--- src/shared/ext_mem_pkg.sv ---
// constants, states and the state record of the external memory interface
`default_nettype none
package ext_mem_pkg;
    // ---------------------------------------------------------------
    // widths and bus layout
    // ---------------------------------------------------------------
    localparam int ADDR_W = 14;
    localparam int DATA_W = 24;
    localparam int DMEM_LSB = 8;
    localparam int DMEM_W = 16;
    localparam int BOOT_BYTE_LSB = 8;
    localparam int BOOT_BYTE_W = 8;
    localparam int BOOT_PAGE_LSB = 22;
    localparam int BOOT_OFF_W = 13;
    localparam int SYNC_W = 27;
    localparam int SYNC_REQ = 24;
    localparam int SYNC_MAP = 25;
    localparam int SYNC_SRC = 26;
    localparam logic [DATA_W-1:0] OE_ALL_OFF = 24'hffffff;
    localparam logic [DATA_W-1:0] OE_BOOT = 24'h3fffff;
    localparam logic [DATA_W-1:0] OE_DMEM = 24'h0000ff;
    localparam logic [DATA_W-1:0] OE_PMD = 24'h000000;
    // ---------------------------------------------------------------
    // timing and counts
    // ---------------------------------------------------------------
    localparam int CLK_PERIOD_NS = 100;
    localparam logic [2:0] SYNC_DELAY = 3'h2;
    localparam logic [2:0] BOOT_WAIT_RESET = 3'h3;
    localparam logic [2:0] EXT_WAIT = 3'h0;
    localparam logic [1:0] STRAP_SETTLE = 2'h2;
    localparam logic [1:0] LAST_BYTE = 2'h2;
    localparam logic [2:0] BOOT_PAGE_RESET = 3'h0;
    localparam logic [ADDR_W-1:0] BOOT_WORDS = 14'h0020;
    // ---------------------------------------------------------------
    // states
    // ---------------------------------------------------------------
    typedef enum logic [1:0] {ST_IDLE, ST_ACCESS, ST_RELEASE, ST_GRANTED} bus_state_t;
    typedef enum logic [1:0] {BOOT_STRAP, BOOT_EPROM, BOOT_HOST, BOOT_DONE} boot_phase_t;
    typedef struct packed {
        logic [SYNC_W-1:0] sync1;
        logic [SYNC_W-1:0] sync2;
        bus_state_t bus;
        boot_phase_t boot;
        logic [1:0] settle;
        logic [2:0] wait_cnt;
        logic boot_acc;
        logic acc_dm;
        logic [1:0] byte_idx;
        logic [BOOT_OFF_W-1:0] boot_off;
        logic [ADDR_W-1:0] word_idx;
        logic [2:0] page;
        logic [15:0] shift;
        logic [ADDR_W-1:0] addr;
        logic addr_oe_b;
        logic [DATA_W-1:0] data_o;
        logic [DATA_W-1:0] data_oe_b;
        logic pm_sel_b;
        logic dm_sel_b;
        logic boot_sel_b;
        logic rd_b;
        logic wr_b;
        logic strobe_oe_b;
        logic grant_b;
        logic halt;
        logic ack;
        logic [DATA_W-1:0] rdata;
        logic pm_we;
        logic [ADDR_W-1:0] pm_addr;
        logic [DATA_W-1:0] pm_data;
        logic boot_busy;
        logic host_boot;
    } state_t;
endpackage
`default_nettype wire

--- src/verilog/ext_mem_if.sv ---
// external memory interface: boot loader, core accesses and bus grant
// Notes on behaviour
// - go mode set: once boot is done, core keeps running from internal memory while buses are granted
// - go mode clear: core halts for the whole time the buses are granted
// - boot logic fills program memory from a byte-wide memory by itself
// - boot byte reads use three wait states after reset
// - boot reads take data as input; two top data lines carry page bits
// - one 14-bit address bus serves program, data and boot memory
// - 24-bit two-way data bus; data memory uses the upper 16 bits
// - separate active-low selects for program, data, boot; separate read and write
// - boot source select 0 means byte-wide memory, 1 means host port
// - reset returns the whole block to its initial state
// - a later reset with unchanged clock needs no stabilisation wait
// - request with no access: three-state buses next cycle, then assert grant
// - memory map select 0 with boot source select 0 starts boot from page 0 after reset
// - request during boot is granted only after the current byte
`default_nettype none
module ext_mem_if
    import ext_mem_pkg::*;
(
    input wire logic mclk_in,
    input wire logic rst_b_in,
    input wire logic bus_request_b_in,
    input wire logic memory_map_select_in,
    input wire logic boot_source_select_in,
    input wire logic [DATA_W-1:0] data_in,
    input wire logic go_mode_in,
    input wire logic host_boot_done_in,
    input wire logic mem_req_in,
    input wire logic mem_dm_in,
    input wire logic mem_we_in,
    input wire logic [ADDR_W-1:0] mem_addr_in,
    input wire logic [DATA_W-1:0] mem_wdata_in,
    output logic [ADDR_W-1:0] addr_out,
    output logic addr_oe_b_out,
    output logic [DATA_W-1:0] data_out,
    output logic [DATA_W-1:0] data_oe_b_out,
    output logic program_memory_select_b_out,
    output logic data_memory_select_b_out,
    output logic boot_memory_select_b_out,
    output logic read_b_out,
    output logic write_b_out,
    output logic strobe_oe_b_out,
    output logic bus_grant_b_out,
    output logic core_halt_out,
    output logic mem_ack_out,
    output logic [DATA_W-1:0] mem_rdata_out,
    output logic pm_load_we_out,
    output logic [ADDR_W-1:0] pm_load_addr_out,
    output logic [DATA_W-1:0] pm_load_data_out,
    output logic boot_busy_out,
    output logic host_boot_out
);
    // ---------------------------------------------------------------
    // state
    // ---------------------------------------------------------------
    state_t q;
    state_t d;
    logic req_s;
    logic map_s;
    logic src_s;
    logic [BOOT_BYTE_W-1:0] boot_byte;

    assign req_s = q.sync2[SYNC_REQ];
    assign map_s = q.sync2[SYNC_MAP];
    assign src_s = q.sync2[SYNC_SRC];
    assign boot_byte = q.sync2[BOOT_BYTE_LSB +: BOOT_BYTE_W];

    // ---------------------------------------------------------------
    // next state
    // ---------------------------------------------------------------
    always_comb begin
        d = q;
        d.ack = 1'b0;
        d.pm_we = 1'b0;
        // request is stored active high so the reset value means idle
        d.sync1 = {boot_source_select_in, memory_map_select_in, ~bus_request_b_in, data_in};
        d.sync2 = q.sync1;
        case (q.boot)
            BOOT_STRAP: begin
                if (q.settle == STRAP_SETTLE) begin
                    if (map_s) begin
                        d.boot = BOOT_DONE;
                    end else if (src_s) begin
                        d.boot = BOOT_HOST;
                    end else begin
                        d.boot = BOOT_EPROM;
                    end
                end else begin
                    d.settle = q.settle + 2'h1;
                end
            end
            BOOT_HOST: begin
                if (host_boot_done_in) begin
                    d.boot = BOOT_DONE;
                end
            end
            default: begin
            end
        endcase
        case (q.bus)
            ST_IDLE: begin
                if (req_s) begin
                    d.bus = ST_RELEASE;
                    d.addr_oe_b = 1'b1;
                    d.strobe_oe_b = 1'b1;
                    d.data_oe_b = OE_ALL_OFF;
                end else if (q.boot == BOOT_EPROM) begin
                    // page on top data lines and top address line
                    d.bus = ST_ACCESS;
                    d.boot_acc = 1'b1;
                    d.addr = {q.page[0], q.boot_off};
                    d.data_o = '0;
                    d.data_o[BOOT_PAGE_LSB +: 2] = q.page[2:1];
                    d.data_oe_b = OE_BOOT;
                    d.boot_sel_b = 1'b0;
                    d.rd_b = 1'b0;
                    // boot wait states plus input sync delay
                    d.wait_cnt = BOOT_WAIT_RESET + SYNC_DELAY;
                end else if (q.boot == BOOT_DONE && mem_req_in && !q.ack) begin
                    // core access to program or data memory
                    d.bus = ST_ACCESS;
                    d.boot_acc = 1'b0;
                    d.acc_dm = mem_dm_in;
                    d.addr = mem_addr_in;
                    d.pm_sel_b = mem_dm_in;
                    d.dm_sel_b = !mem_dm_in;
                    d.rd_b = mem_we_in;
                    d.wr_b = !mem_we_in;
                    d.data_o = mem_dm_in ? {mem_wdata_in[DMEM_W-1:0], 8'h00} : mem_wdata_in;
                    d.data_oe_b = !mem_we_in ? OE_ALL_OFF : (mem_dm_in ? OE_DMEM : OE_PMD);
                    d.wait_cnt = EXT_WAIT + SYNC_DELAY;
                end
            end
            ST_ACCESS: begin
                if (q.wait_cnt != 3'h0) begin
                    d.wait_cnt = q.wait_cnt - 3'h1;
                end else begin
                    d.bus = ST_IDLE;
                    d.pm_sel_b = 1'b1;
                    d.dm_sel_b = 1'b1;
                    d.boot_sel_b = 1'b1;
                    d.rd_b = 1'b1;
                    d.wr_b = 1'b1;
                    d.data_oe_b = OE_ALL_OFF;
                    if (q.boot_acc) begin
                        // pack three bytes, high byte first, into one word
                        d.boot_off = q.boot_off + 13'h1;
                        if (q.byte_idx == LAST_BYTE) begin
                            d.byte_idx = 2'h0;
                            d.pm_we = 1'b1;
                            d.pm_addr = q.word_idx;
                            d.pm_data = {q.shift, boot_byte};
                            d.word_idx = q.word_idx + 14'h1;
                            if (q.word_idx == BOOT_WORDS - 14'h1) begin
                                d.boot = BOOT_DONE;
                            end
                        end else begin
                            d.byte_idx = q.byte_idx + 2'h1;
                            d.shift = {q.shift[7:0], boot_byte};
                        end
                    end else begin
                        d.ack = 1'b1;
                        d.rdata = q.acc_dm ? {8'h00, q.sync2[DMEM_LSB +: DMEM_W]}
                                           : q.sync2[DATA_W-1:0];
                    end
                end
            end
            ST_RELEASE: begin
                d.bus = ST_GRANTED;
                d.grant_b = 1'b0;
            end
            default: begin
                if (!req_s) begin
                    d.bus = ST_IDLE;
                    d.grant_b = 1'b1;
                    d.addr_oe_b = 1'b0;
                    d.strobe_oe_b = 1'b0;
                end
            end
        endcase
        // halt while granted unless go mode lets the core run on
        d.halt = (d.boot != BOOT_DONE) ||
            (((d.bus == ST_RELEASE) || (d.bus == ST_GRANTED)) && (!go_mode_in || mem_req_in));
        d.boot_busy = (d.boot != BOOT_DONE);
        d.host_boot = (d.boot == BOOT_HOST);
        // synchronous reset; clock keeps running through it
        if (!rst_b_in) begin
            d = '0;
            d.data_oe_b = OE_ALL_OFF;
            d.pm_sel_b = 1'b1;
            d.dm_sel_b = 1'b1;
            d.boot_sel_b = 1'b1;
            d.rd_b = 1'b1;
            d.wr_b = 1'b1;
            d.grant_b = 1'b1;
            d.halt = 1'b1;
            d.boot_busy = 1'b1;
            d.page = BOOT_PAGE_RESET;
        end
    end

    always_ff @(posedge mclk_in) begin
        q <= d;
    end

    // ---------------------------------------------------------------
    // outputs
    // ---------------------------------------------------------------
    assign addr_out = q.addr;
    assign addr_oe_b_out = q.addr_oe_b;
    assign data_out = q.data_o;
    assign data_oe_b_out = q.data_oe_b;
    assign program_memory_select_b_out = q.pm_sel_b;
    assign data_memory_select_b_out = q.dm_sel_b;
    assign boot_memory_select_b_out = q.boot_sel_b;
    assign read_b_out = q.rd_b;
    assign write_b_out = q.wr_b;
    assign strobe_oe_b_out = q.strobe_oe_b;
    assign bus_grant_b_out = q.grant_b;
    assign core_halt_out = q.halt;
    assign mem_ack_out = q.ack;
    assign mem_rdata_out = q.rdata;
    assign pm_load_we_out = q.pm_we;
    assign pm_load_addr_out = q.pm_addr;
    assign pm_load_data_out = q.pm_data;
    assign boot_busy_out = q.boot_busy;
    assign host_boot_out = q.host_boot;

    // ---------------------------------------------------------------
    // checks
    // ---------------------------------------------------------------
    AST_RELEASE_THEN_GRANT: assert property (@(posedge mclk_in) disable iff (!rst_b_in)
        (q.bus == ST_IDLE && req_s) |=> (addr_oe_b_out && strobe_oe_b_out && data_oe_b_out == OE_ALL_OFF)
            ##1 !bus_grant_b_out)
        else $error("grant not preceded by released drivers");
    AST_GRANT_AFTER_FLOAT: assert property (@(posedge mclk_in) disable iff (!rst_b_in)
        $fell(bus_grant_b_out) |-> $past(addr_oe_b_out) && $past(strobe_oe_b_out))
        else $error("grant asserted while buses driven");
    AST_HALT_NO_GO: assert property (@(posedge mclk_in) disable iff (!rst_b_in)
        (!bus_grant_b_out && !$past(go_mode_in)) |-> core_halt_out)
        else $error("core not halted during grant");
    AST_RUN_IN_GO: assert property (@(posedge mclk_in) disable iff (!rst_b_in)
        (!bus_grant_b_out && $past(go_mode_in) && !$past(mem_req_in) && !boot_busy_out)
            |-> !core_halt_out)
        else $error("core halted in go mode");
    AST_BOOT_WAITS: assert property (@(posedge mclk_in) disable iff (!rst_b_in)
        $fell(boot_memory_select_b_out) |-> !boot_memory_select_b_out[*6] ##1 boot_memory_select_b_out)
        else $error("boot access length wrong");
    AST_BOOT_DATA_IN: assert property (@(posedge mclk_in) disable iff (!rst_b_in)
        !boot_memory_select_b_out |-> data_oe_b_out == OE_BOOT && write_b_out && !read_b_out)
        else $error("boot access drives data bus");
    AST_DM_UPPER: assert property (@(posedge mclk_in) disable iff (!rst_b_in)
        (!write_b_out && !data_memory_select_b_out) |-> data_oe_b_out == OE_DMEM)
        else $error("data memory write on wrong lanes");
    AST_BOOT_PAGE0: assert property (@(posedge mclk_in) disable iff (!rst_b_in)
        (q.boot == BOOT_STRAP && q.settle == STRAP_SETTLE && !map_s && !src_s && !req_s)
            |=> ##1 (!boot_memory_select_b_out && !addr_out[ADDR_W-1] &&
                data_out[BOOT_PAGE_LSB +: 2] == 2'h0))
        else $error("boot did not start from page zero");
    AST_HOST_BOOT: assert property (@(posedge mclk_in) disable iff (!rst_b_in)
        (q.boot == BOOT_STRAP && q.settle == STRAP_SETTLE && !map_s && src_s)
            |=> host_boot_out ##1 boot_memory_select_b_out)
        else $error("host boot not selected");
    AST_NO_GRANT_MID_BYTE: assert property (@(posedge mclk_in) disable iff (!rst_b_in)
        (q.bus == ST_ACCESS) |-> bus_grant_b_out)
        else $error("grant during access");
    AST_GIVE_BACK: assert property (@(posedge mclk_in) disable iff (!rst_b_in)
        (q.bus == ST_GRANTED && !req_s) |=> bus_grant_b_out && !addr_oe_b_out && !strobe_oe_b_out)
        else $error("buses not reclaimed");
    AST_RESET_STATE: assert property (@(posedge mclk_in)
        !rst_b_in |=> bus_grant_b_out && core_halt_out && boot_busy_out && boot_memory_select_b_out)
        else $error("reset state wrong");
    COV_GRANT: cover property (@(posedge mclk_in) disable iff (!rst_b_in) $fell(bus_grant_b_out));
    COV_BOOT_DONE: cover property (@(posedge mclk_in) disable iff (!rst_b_in) $fell(boot_busy_out));
    COV_ACK: cover property (@(posedge mclk_in) disable iff (!rst_b_in) mem_ack_out);
    COV_GRANT_IN_BOOT: cover property (@(posedge mclk_in) disable iff (!rst_b_in)
        !bus_grant_b_out && q.boot == BOOT_EPROM);
endmodule
`default_nettype wire

--- config.mk ---
export PLATFORM = sky130hd
export DESIGN_NAME = ext_mem_if
export DESIGN_NICKNAME = d
export VERILOG_FILES = /design/src/shared/ext_mem_pkg.sv /design/src/verilog/ext_mem_if.sv
export SDC_FILE = /design/constraint.sdc
export NUM_CORES = 1
export LEC_CHECK = 0
export BUFFER_PORTS_ARGS = -buffer_cell sky130_fd_sc_hd__buf_2
export CORE_MARGIN = 1.5
export CORE_UTILIZATION = 55
export CTS_BUF_LIST = sky130_fd_sc_hd__clkbuf_8
export DETAILED_ROUTE_END_ITERATION = 10
export MAX_ROUTING_LAYER = met4
export PLACE_DENSITY_LB_ADDON = 0.1
export SLEW_MARGIN = 40
export SYNTH_ARGS = -nofsm -noshare
export SYNTH_HDL_FRONTEND = slang
export SYNTH_SLANG_ARGS = --single-unit
--- constraint.sdc ---
create_clock -name mclk_in -period 3.22 [get_ports mclk_in]
set_input_delay 0.644 -clock mclk_in [delete_from_list [all_inputs] [get_ports mclk_in]]
set_output_delay 0.644 -clock mclk_in [all_outputs]
set_load 0.02 [all_outputs]
After elaboration in Yosys (flattened, before gate mapping):

Index checks and enable logic that the tools add are counted.

* input port bits: 72
* memories: 0
* memory bits (read-only): 0
* bits in writable memories: 0
* output and inout port bits: 137
* bits in latches: 0
* register bits: 247
* logic and storage cells: 150

* multipliers: 0
* shifts and indexed selects: 0
* reduce and logical (&&, ||, !) cells: 33
* multiplexer cells: 47
* divide/modulo/power cells: 0
* order comparisons: 0
* bitwise gates (word level): 11
* eq/ne operators: 23
* $add $sub $neg: 5

Operator list (number)
* two-way mux 24 bit: 4
* case mux 29 bit (2 select lines): 1
* two-way mux 50 bit: 1
* two-way mux 48 bit: 1
* two-way mux 39 bit: 1
* two-way mux 2 bit: 16
* two-way mux 29 bit: 1
* two-way mux 14 bit: 2
* two-way mux 25 bit: 1
* AND reduction 4 bit: 6
* equality test 2 bit, second input constant: 8
* != test 2 bit, second input constant: 8
* two-way mux 5 bit: 3
* AND reduction 3 bit: 5
* adder 14 x 1 -> 14 bit, second input constant: 1
* equality test 14 x 5 -> 1 bit, second input constant: 1
* adder 13 x 1 -> 13 bit, second input constant: 1
* NOT 1 bit: 11
* two-way mux 4 bit: 2
* two-way mux 8 bit: 1
* two-way mux 1 bit: 6
* case mux 1 bit (2 select lines): 3
* case mux 2 bit (3 select lines): 1
* case mux 3 bit (2 select lines): 1
* 19 further kinds: 33

Longest topological paths before layout:

Gate-level depths: netlist (run 1).

* word-level depth: 13
* mapped depth: 9

Worst setup path before layout (run 1):

OpenSTA, ideal clock, no wires.

* kind: input -> register
* start: input port mem_req_in
* end: register q, in the netlist data_oe_b_out[21]
* arrival: 1.706 ns
* path buffers: 0
* stages: 4
* setup slack: 1.394 ns
* cells stage by stage: and2b_1 > o21ai_0 > a32o_1 > mux2_2

* word-level cells in the longest chain between the ends: 4

Ends and longest elaborated chain
* start, declared: line ext_mem_if.sv:29 `input wire logic mem_req_in,`
* logical AND 1 bit (2 in series): line ext_mem_if.sv:120 `end else if (q.boot == BOOT_DONE && mem_req_in && !q.ack) begin`
* != test 4 bit (no line)
* AND reduction 3 bit (no line)
* end signal, assigned: line ext_mem_if.sv:204 `q <= d;`
* end, declared: line ext_mem_if.sv:57 `state_t q;`

No other way between the ends.
A chain may end at the register's enable or synchronous reset.

Final worst setup path (run 1):

* start: register q[187] (netlist bit)
* end: register q, in the netlist core_halt_out

* word-level cells in the longest chain between the ends: 7

Ends and longest elaborated chain
* nonzero test 3 bit *: line ext_mem_if.sv:136 `if (q.wait_cnt != 3'h0) begin`
* two-way mux 4 bit *: line ext_mem_if.sv:136
* case mux 2 bit (3 select lines): line ext_mem_if.sv:101 `case (q.bus)`
* equality test 2 bit: line ext_mem_if.sv:184 `(((d.bus == ST_RELEASE) || (d.bus == ST_GRANTED)) && (!go_mode_in || mem_req_in));`
* logical OR 1 bit: line ext_mem_if.sv:184
* logical AND 1 bit: line ext_mem_if.sv:184
* logical OR 1 bit *: line ext_mem_if.sv:183 `d.halt = (d.boot != BOOT_DONE) ||`

Mark *: on every way between the ends. The rest lies on a longest branch, timed or not.

==> impl_metrics.env, run 1 <==
export IMPL_synth_cell_type_count=55
export IMPL_outcome="finished clean"
export IMPL_final_setup_skew_ns=0.0304
export IMPL_floorplan_die_area_sq_um=18200
export IMPL_post_dp_hpwl_um=12900
export IMPL_synth_area_mux_share_pct=4.63
export IMPL_synth_seq_area_share_pct=47.1
export IMPL_diodes=0
export IMPL_placement_cell_area_sq_um=9800
export IMPL_postSynth_asyncResetShare_pct=0
export IMPL_total_leakage_power_nw=4.29
export IMPL_wire_length_of_the_first_global_routing_pass_um=31900
export IMPL_cts_buffer_depth=3
export IMPL_core_area_sq_um=17100
export IMPL_finalSetupViolations=0
export IMPL_clock_transition_at_path_regs_ns=0.06
export IMPL_cp_required_ns=3.57
export IMPL_synth_fa_ha_area_share_pct=1.44
export IMPL_synth_top_cells_by_area="dfxtp_1 47%, buf_4 9.9%, nand2_1 7.4%, a21oi_1 5.3%, and2_1 3.5%"
export IMPL_xor_xnor_portion_of_the_synthesized_cell_area_pct=1.92
export IMPL_ys_warnings_count=0
export IMPL_critical_path_max_fanout=18
export IMPL_synth_simple_area_share_pct=21.0
export IMPL_worstSkewPairLatency_ns=0.53
export IMPL_vias_per_cell=5.05
export IMPL_areaGrowthSynthToFinish_pct=10.4
export IMPL_detail_route_wirelength_um=19800
export IMPL_netlist_top_cell_by_area="dfxtp_1"
export IMPL_cts_tree="yes"
export IMPL_number_of_global_route_vias_before_repair=6303
export IMPL_port_buffer_count=208
export IMPL_synth_net_count=1181
export IMPL_syn_cell_area_sq_um=9560
export IMPL_layout_worst_path_cycle_share_pct=77.3
export IMPL_fp_dieW_um=135
export IMPL_cts_resized=0
export IMPL_number_of_antenna_violations_at_the_first_check_in_global_routing=0
export IMPL_first_iter_violations=362
export IMPL_hold_viol=0
export IMPL_max_slew_worst_pin_slew_ns=0.745
export IMPL_cts_hold_fix_buffers=0
export IMPL_timing_worst_setup_path_type="register to register"
export IMPL_period_needed_ns=2.49
export IMPL_fmaxAchievable_mhz=402
export IMPL_finish_net_count=1250
export IMPL_grt_overflow_total=0
export IMPL_routedWlPerCell_um=14.0
export IMPL_slew_limit_headroom_pct=50.1
export IMPL_drt_pass1_iter_count=4
export IMPL_synth_compound_gate_area_share_pct=10.6
export IMPL_hold_path_class="input pin to register"
export IMPL_total_routing_usage_gr_pct=22.2
export IMPL_ant_nets=0
export IMPL_die_height_um=135
export IMPL_yosys_register_bits=225
export IMPL_syn_inst=1098
export IMPL_drcViolationCount=0
export IMPL_layout_drive_gt1_share_pct=25.3
export IMPL_crit_arrival_ns=2.84
export IMPL_mostFrequentLayoutCell="dfxtp_1"
export IMPL_fin_setup_tns_ns=0
export IMPL_root_buffer="clkbuf_8"
export IMPL_kind_of_capture_point_of_the_worst_setup_path="register"
export IMPL_rows=48
export IMPL_grt_setup_unrepaired="false"
export IMPL_htreeDepth=2
export IMPL_cts_sinks=225
export IMPL_crit_path_start_kind="register"
export IMPL_grt_max_degree=93
export IMPL_cts_setup_buffers=0
export IMPL_floorplan_io_pins=209
export IMPL_place_gp_congestion=0.879
export IMPL_most_common_layout_cells="225 x dfxtp_1, 208 x buf_2, 189 x nand2_1"
export IMPL_synth_top_family_by_area="simple AND/OR/NAND/NOR gates"
export IMPL_synth_top_area_share_pct=47.1
export IMPL_cts_buffers_inserted=38
export IMPL_timing_max_cap_violations=0
export IMPL_avgSynthCellArea_sq_um=8.71
export IMPL_maxSlewViolCount=0
export IMPL_number_of_enable_flip_flop_cells_after_synthesis=0
export IMPL_initial_core_util_pct=55.9
export IMPL_ys_flop_type="dfxtp_1"
export IMPL_design_area_sq_um=10600
export IMPL_vias=7155
export IMPL_cellPowerDensity_nw_per_um2=739
export IMPL_irDropWorstVdd_mv=0.537
==> worst max-delay path, stage by stage (launching register included) <==
cell	delay [ns]
dfxtp_1	0.31
inv_1	0.09
ha_1	0.27
and4b_1	0.46
nand2_1	0.48
nor3_2	0.53
o221ai_1	0.18
==> Yosys cell counts (12+ instances only) <==
cell      number
dfxtp_1      225
nand2_1      189
buf_4        126
a21oi_1      101
nor2_1        76
and2_1        54
clkbuf_1      44
nand3_1       37
mux2i_1       24
a211oi_1      19
buf_2         18
mux2_2        18
xnor2_1       18
a311oi_1      15
inv_1         14
nand2b_1      12
==> layout make-up <==
| type | count | area, sq um |
|---|---|---|
| timing repair buffer | 220 | 1160 |
| sequential | 225 | 4500 |
| multi-input combinational | 667 | 3800 |
| fill | 1593 | 6560 |
| clock inverter | 16 | 66.3 |
| inverter | 15 | 58.8 |
| clock buffer | 50 | 688 |
| tap | 225 | 282 |
==> per-layer routing <==
layer | track usage, % | wire [um] | share of wire (%) | up-vias
li1 | - | - | - | 3679
met1 | 30.6 | 9530 | 48 | 3272
met2 | 32.5 | 8940 | 45 | 168
met3 | 4.77 | 922 | 4.7 | 36
met4 | 6.99 | 429 | 2.2 | 0
met5 | - | 0 | 0 | -
==> logic make-up (layout without fill, tap and decap cells) <==
logic type               after synthesis  in the layout
flip-flops                           225            225
AO/OA/AOI/OAI                        166            166
multiplexers                          42             42
AND/OR/NAND/NOR                      427            427
adder cells (fa/ha/maj)               11             11
buffers and inverters                206            301
XOR/XNOR                              21             21
==> metrics by stage <==
| step | worst slack (ns) | hold slack (ns) | instances | utilization [%] | total power (W) |
|---|---|---|---|---|---|
| final | 0.730 | 0.278 | 1418 | 61.7 | 0.00780 |
| after global routing | 0.461 | 0.249 | 1418 | 61.7 | 0.00825 |
| after CTS | 0.726 | 0.247 | 1418 | 61.7 | 0.00789 |
| after detailed placement | 0.723 | 0.419 | 1352 | 57.3 | 0.00540 |
| after global placement | 0.797 | 0.414 | 1352 | 57.2 | 0.00537 |
| after floorplan | 1.39 | 0.412 | 1098 | - | 0.00515 |
==> path summary, 6_finish.rpt <==
path	start	endpoint	slack [ns]	cells past startpoint
hold / removal	bus_request_b_in	q[247]$_SDFF_PN0_	0.28	2
hold reg to reg	q[224]$_SDFF_PN0_	q[197]$_SDFF_PN0_	0.43	1
setup reg to reg	q[187]$_SDFFE_PN0P_	core_halt_out$_SDFF_PN1_	0.73	6
setup / recovery	q[187]$_SDFFE_PN0P_	core_halt_out$_SDFF_PN1_	0.73	6
==> state kept, by name (all words and copies together) (netlist names), 3 cells and up <==
register and count:
q 101, data_out 24, mem_rdata_out 24, pm_load_data_out 24, addr_out 14, pm_load_addr_out 14, boot_byte 8, data_oe_b_out 3
==> where the power goes <==
group          leakage (nW)  switching [W]  internal, W
registers              1.83       0.000198      0.00309
logic                  2.02        0.00130     0.000739
clock network         0.437        0.00109      0.00138
total                  4.29        0.00260      0.00521
Power figures use the tool's default switching activity.
==> run 2: changes to the inputs <==
Settings changed: ABC_AREA from default to 1.
Clock period 3.22 ns to 2.5 ns, I/O delays scaled along.
==> run 2 against run 1 <==
Sequential share of layout area fell by 0.89 points; setup slack got worse by 0.16 ns; clock skew fell by 0.017 ns; power rose by 28%; clock-buffer cell count fell by 5; combinational power rose by 34%; largest cell class unchanged; critical path depth did not move; register-to-register slack got worse by 0.16 ns; hold slack got worse by 0.13 ns; fmax rose by 29%; die area rose by 3.4%; design area rose by 2.1%; highest routed layer unchanged.
==> impl_metrics.env, run 2 <==
export IMPL_outcome="finished clean"
export IMPL_core_area_sq_um=17400
export IMPL_finish_net_count=1439
export IMPL_final_setup_skew_ns=0.0133
export IMPL_layoutNonFillerInstCount=1608
export IMPL_yosys_register_bits=225
export IMPL_cts_resized=0
export IMPL_first_iter_violations=492
export IMPL_htreeDepth=2
export IMPL_number_of_enable_flip_flop_cells_after_synthesis=0
export IMPL_crit_arrival_ns=2.39
export IMPL_cells_along_the_critical_path="inv_1 > ha_1 > ha_1 > nand2_2 > nand2_1 > a21oi_2"
export IMPL_clock_transition_at_path_regs_ns=0.06
export IMPL_mostFrequentLayoutCell="nand2_1"
export IMPL_irDropWorstVdd_mv=0.573
export IMPL_synth_seq_area_share_pct=45.5
export IMPL_areaGrowthSynthToFinish_pct=8.95
export IMPL_registers_top_by_ff_count="q"
export IMPL_cts_setup_buffers=0
export IMPL_synth_top_area_share_pct=45.5
export IMPL_root_buffer="clkbuf_8"
export IMPL_layout_worst_path_cycle_share_pct=77.3
export IMPL_wire_length_of_the_first_global_routing_pass_um=34000
export IMPL_regToRegSetupSlack_ns=0.57
export IMPL_cellPowerDensity_nw_per_um2=927
export IMPL_most_common_layout_cells="240 x nand2_1, 225 x dfxtp_1, 207 x buf_2"
export IMPL_rows=48
export IMPL_timing_worst_setup_path_type="register to register"
export IMPL_synthMostInstantiatedCell="nand2_1"
export IMPL_cts_hold_fix_buffers=0
export IMPL_postSynth_asyncResetShare_pct=0
export IMPL_nFillCells=1645
export IMPL_syn_inst=1285
export IMPL_port_buffer_count=208
export IMPL_synth_top_cells_by_area="dfxtp_1 46%, buf_4 9.8%, nand2_1 9.1%, a21oi_1 6.1%, inv_1 5.0%"
export IMPL_critical_path_slowest_cell="nand2_2"
export IMPL_grt_overflow_total=0
export IMPL_fin_setup_tns_ns=0
export IMPL_floorplan_die_area_sq_um=18800
export IMPL_die_height_um=137
export IMPL_post_dp_hpwl_um=14600
export IMPL_max_slew_worst_pin_slew_ns=0.766
export IMPL_drt_pass1_iter_count=5
export IMPL_fmaxAchievable_mhz=518
export IMPL_dpl_cell_count=1541
export IMPL_worst_hold_startpoint="bus_request_b_in"
export IMPL_path_common_cell="ha_1"
export IMPL_grt_setup_unrepaired="false"
export IMPL_worstReg2RegStart="q[194]$_SDFF_PN0_"
export IMPL_maxSlewViolCount=0
export IMPL_slew_limit_headroom_pct=48.9
export IMPL_hold_path_cell_count=2
export IMPL_vias=7938
export IMPL_max_stage_delay_ns=0.57
export IMPL_avgSynthCellArea_sq_um=7.70
export IMPL_hold_path_class="input pin to register"
export IMPL_syn_cell_area_sq_um=9900
export IMPL_finalSetupViolations=0
export IMPL_largest_register_ffs=101
export IMPL_total_routing_usage_gr_pct=23.2
export IMPL_ys_flop_type="dfxtp_1"
export IMPL_worst_r2r_path_depth=6
export IMPL_routedWlPerCell_um=13.4
export IMPL_timing_max_cap_violations=0
export IMPL_ys_warnings_count=0
export IMPL_layout_drive_gt1_share_pct=22.7
export IMPL_synth_top_cells_by_count="240 x nand2_1, 225 x dfxtp_1, 132 x inv_1, 129 x buf_4, 120 x a21oi_1"
export IMPL_total_leakage_power_nw=5.09
export IMPL_cp_required_ns=2.96
export IMPL_floorplan_io_pins=209
export IMPL_cts_tree="yes"
export IMPL_cts_buffer_depth=3
export IMPL_number_of_global_route_vias_before_repair=7143
export IMPL_vias_per_cell=4.94
export IMPL_synth_cell_type_count=39
export IMPL_cts_buffers_inserted=38
export IMPL_place_gp_congestion=0.851
export IMPL_cts_sinks=225
export IMPL_kind_of_capture_point_of_the_worst_setup_path="register"
export IMPL_worstSkewPairLatency_ns=0.52
export IMPL_grt_max_degree=111
export IMPL_ant_nets=0
export IMPL_synth_net_count=1368
export IMPL_drcViolationCount=0
export IMPL_initial_core_util_pct=56.8
export IMPL_netlist_top_cell_by_area="dfxtp_1"
export IMPL_r2r_end="data_out[19]$_SDFFE_PN0P_"
export IMPL_fp_dieW_um=137
export IMPL_hold_viol=0
export IMPL_crit_path_start_kind="register"
export IMPL_detail_route_wirelength_um=21500
export IMPL_period_needed_ns=1.93
export IMPL_number_of_antenna_violations_at_the_first_check_in_global_routing=1
export IMPL_min_to="q[247]$_SDFF_PN0_"
export IMPL_critical_path_max_fanout=39
[run 2: cell types whose count changed in the layout (fill, tap and decap cells not counted), sizes merged, moves of 28 or more]
cell   previous run  this run
inv              28       154
o21ai            10       105
and2             54         0
nand2           189       243
nor2             77       114
a21oi           101       129
[run 2: cell families (layout without fill, tap and decap cells)]
| logic type | count (synthesis) | after routing | share of synthesized area, % |
|---|---|---|---|
| buf+inv | 331 | 427 | 18.4 |
| xor+xnor | 3 | 3 | 0.266 |
| flops | 225 | 225 | 45.5 |
| simple gates | 441 | 441 | 18.6 |
| other cells | 0 | 2 | 0 |
| compound gates | 274 | 274 | 15.8 |
| fa+ha+maj | 11 | 11 | 1.39 |
[run 2: how the worst max path moves through the flow]
| stage | startpoint | endpoint | slack, ns | cells past startpoint |
|---|---|---|---|---|
| 5_1_grt | q[194]$_SDFF_PN0_ | addr_out[8]$_SDFFE_PN0P_ | 0.35 | 6 |
| 3_5_place_dp | mem_req_in | data_out[5]$_SDFFE_PN0P_ | 0.48 | 6 |
| 4_1_cts | q[194]$_SDFF_PN0_ | data_out[19]$_SDFFE_PN0P_ | 0.56 | 6 |
| 3_3_place_gp | mem_req_in | data_out[1]$_SDFFE_PN0P_ | 0.52 | 6 |
| 2_1_floorplan | q[194]$_SDFF_PN0_ | addr_out[5]$_SDFFE_PN0P_ | 0.87 | 7 |
| 6_report | q[194]$_SDFF_PN0_ | data_out[19]$_SDFFE_PN0P_ | 0.57 | 6 |
[run 2: cell type report]
class	count	area (sq um)	share of cell area [%]
flip-flops and latches	225	4500	41.8
multi-input cells	729	3590	33.3
repair buffers	221	1170	10.8
clock buffers	45	619	5.74
inverters	141	529	4.91
well taps	225	282	2.61
clock inverters	20	92.6	0.859
diodes	2	5.00	0.0464
[run 2: power by group]
group	internal, W	switching, W	total [W]	leakage [nW]
combinational	0.000853	0.00189	0.00274	2.84
sequential	0.00398	0.000242	0.00422	1.83
clock	0.00163	0.00140	0.00304	0.413
[run 2: metal layers]
metal / track usage (%) / up-vias / part of all wire [%]
met5: - / - / 0
met4: 7.54 / 0 / 2.3
met3: 4.52 / 44 / 5.8
met2: 35.1 / 236 / 45
met1: 31.1 / 3503 / 47
li1: - / 4155 / -
[run 2: worst max-delay path: cells and delay by family (launching register included)]
family | cells | cell delay [ns]
buffers and inverters | 1 | 0.08
AOI/OAI and AO/OA | 1 | 0.16
adders and majority gates | 2 | 0.49
and+or+nand+nor | 2 | 0.74
DFF | 1 | 0.39
[run 2: stage by stage]
step	setup slack [ns]	area (sq um)	util [%]	total power [W]	hold slack (ns)
CTS	0.556	10800	61.9	0.0101	0.115
detailed placement	0.478	10100	57.8	0.00702	0.395
finish	0.568	10800	61.9	0.0100	0.146
global placement	0.522	10100	57.8	0.00699	0.392
global route	0.349	10800	61.9	0.0106	0.127
floorplan	0.868	9900	-	0.00673	0.390
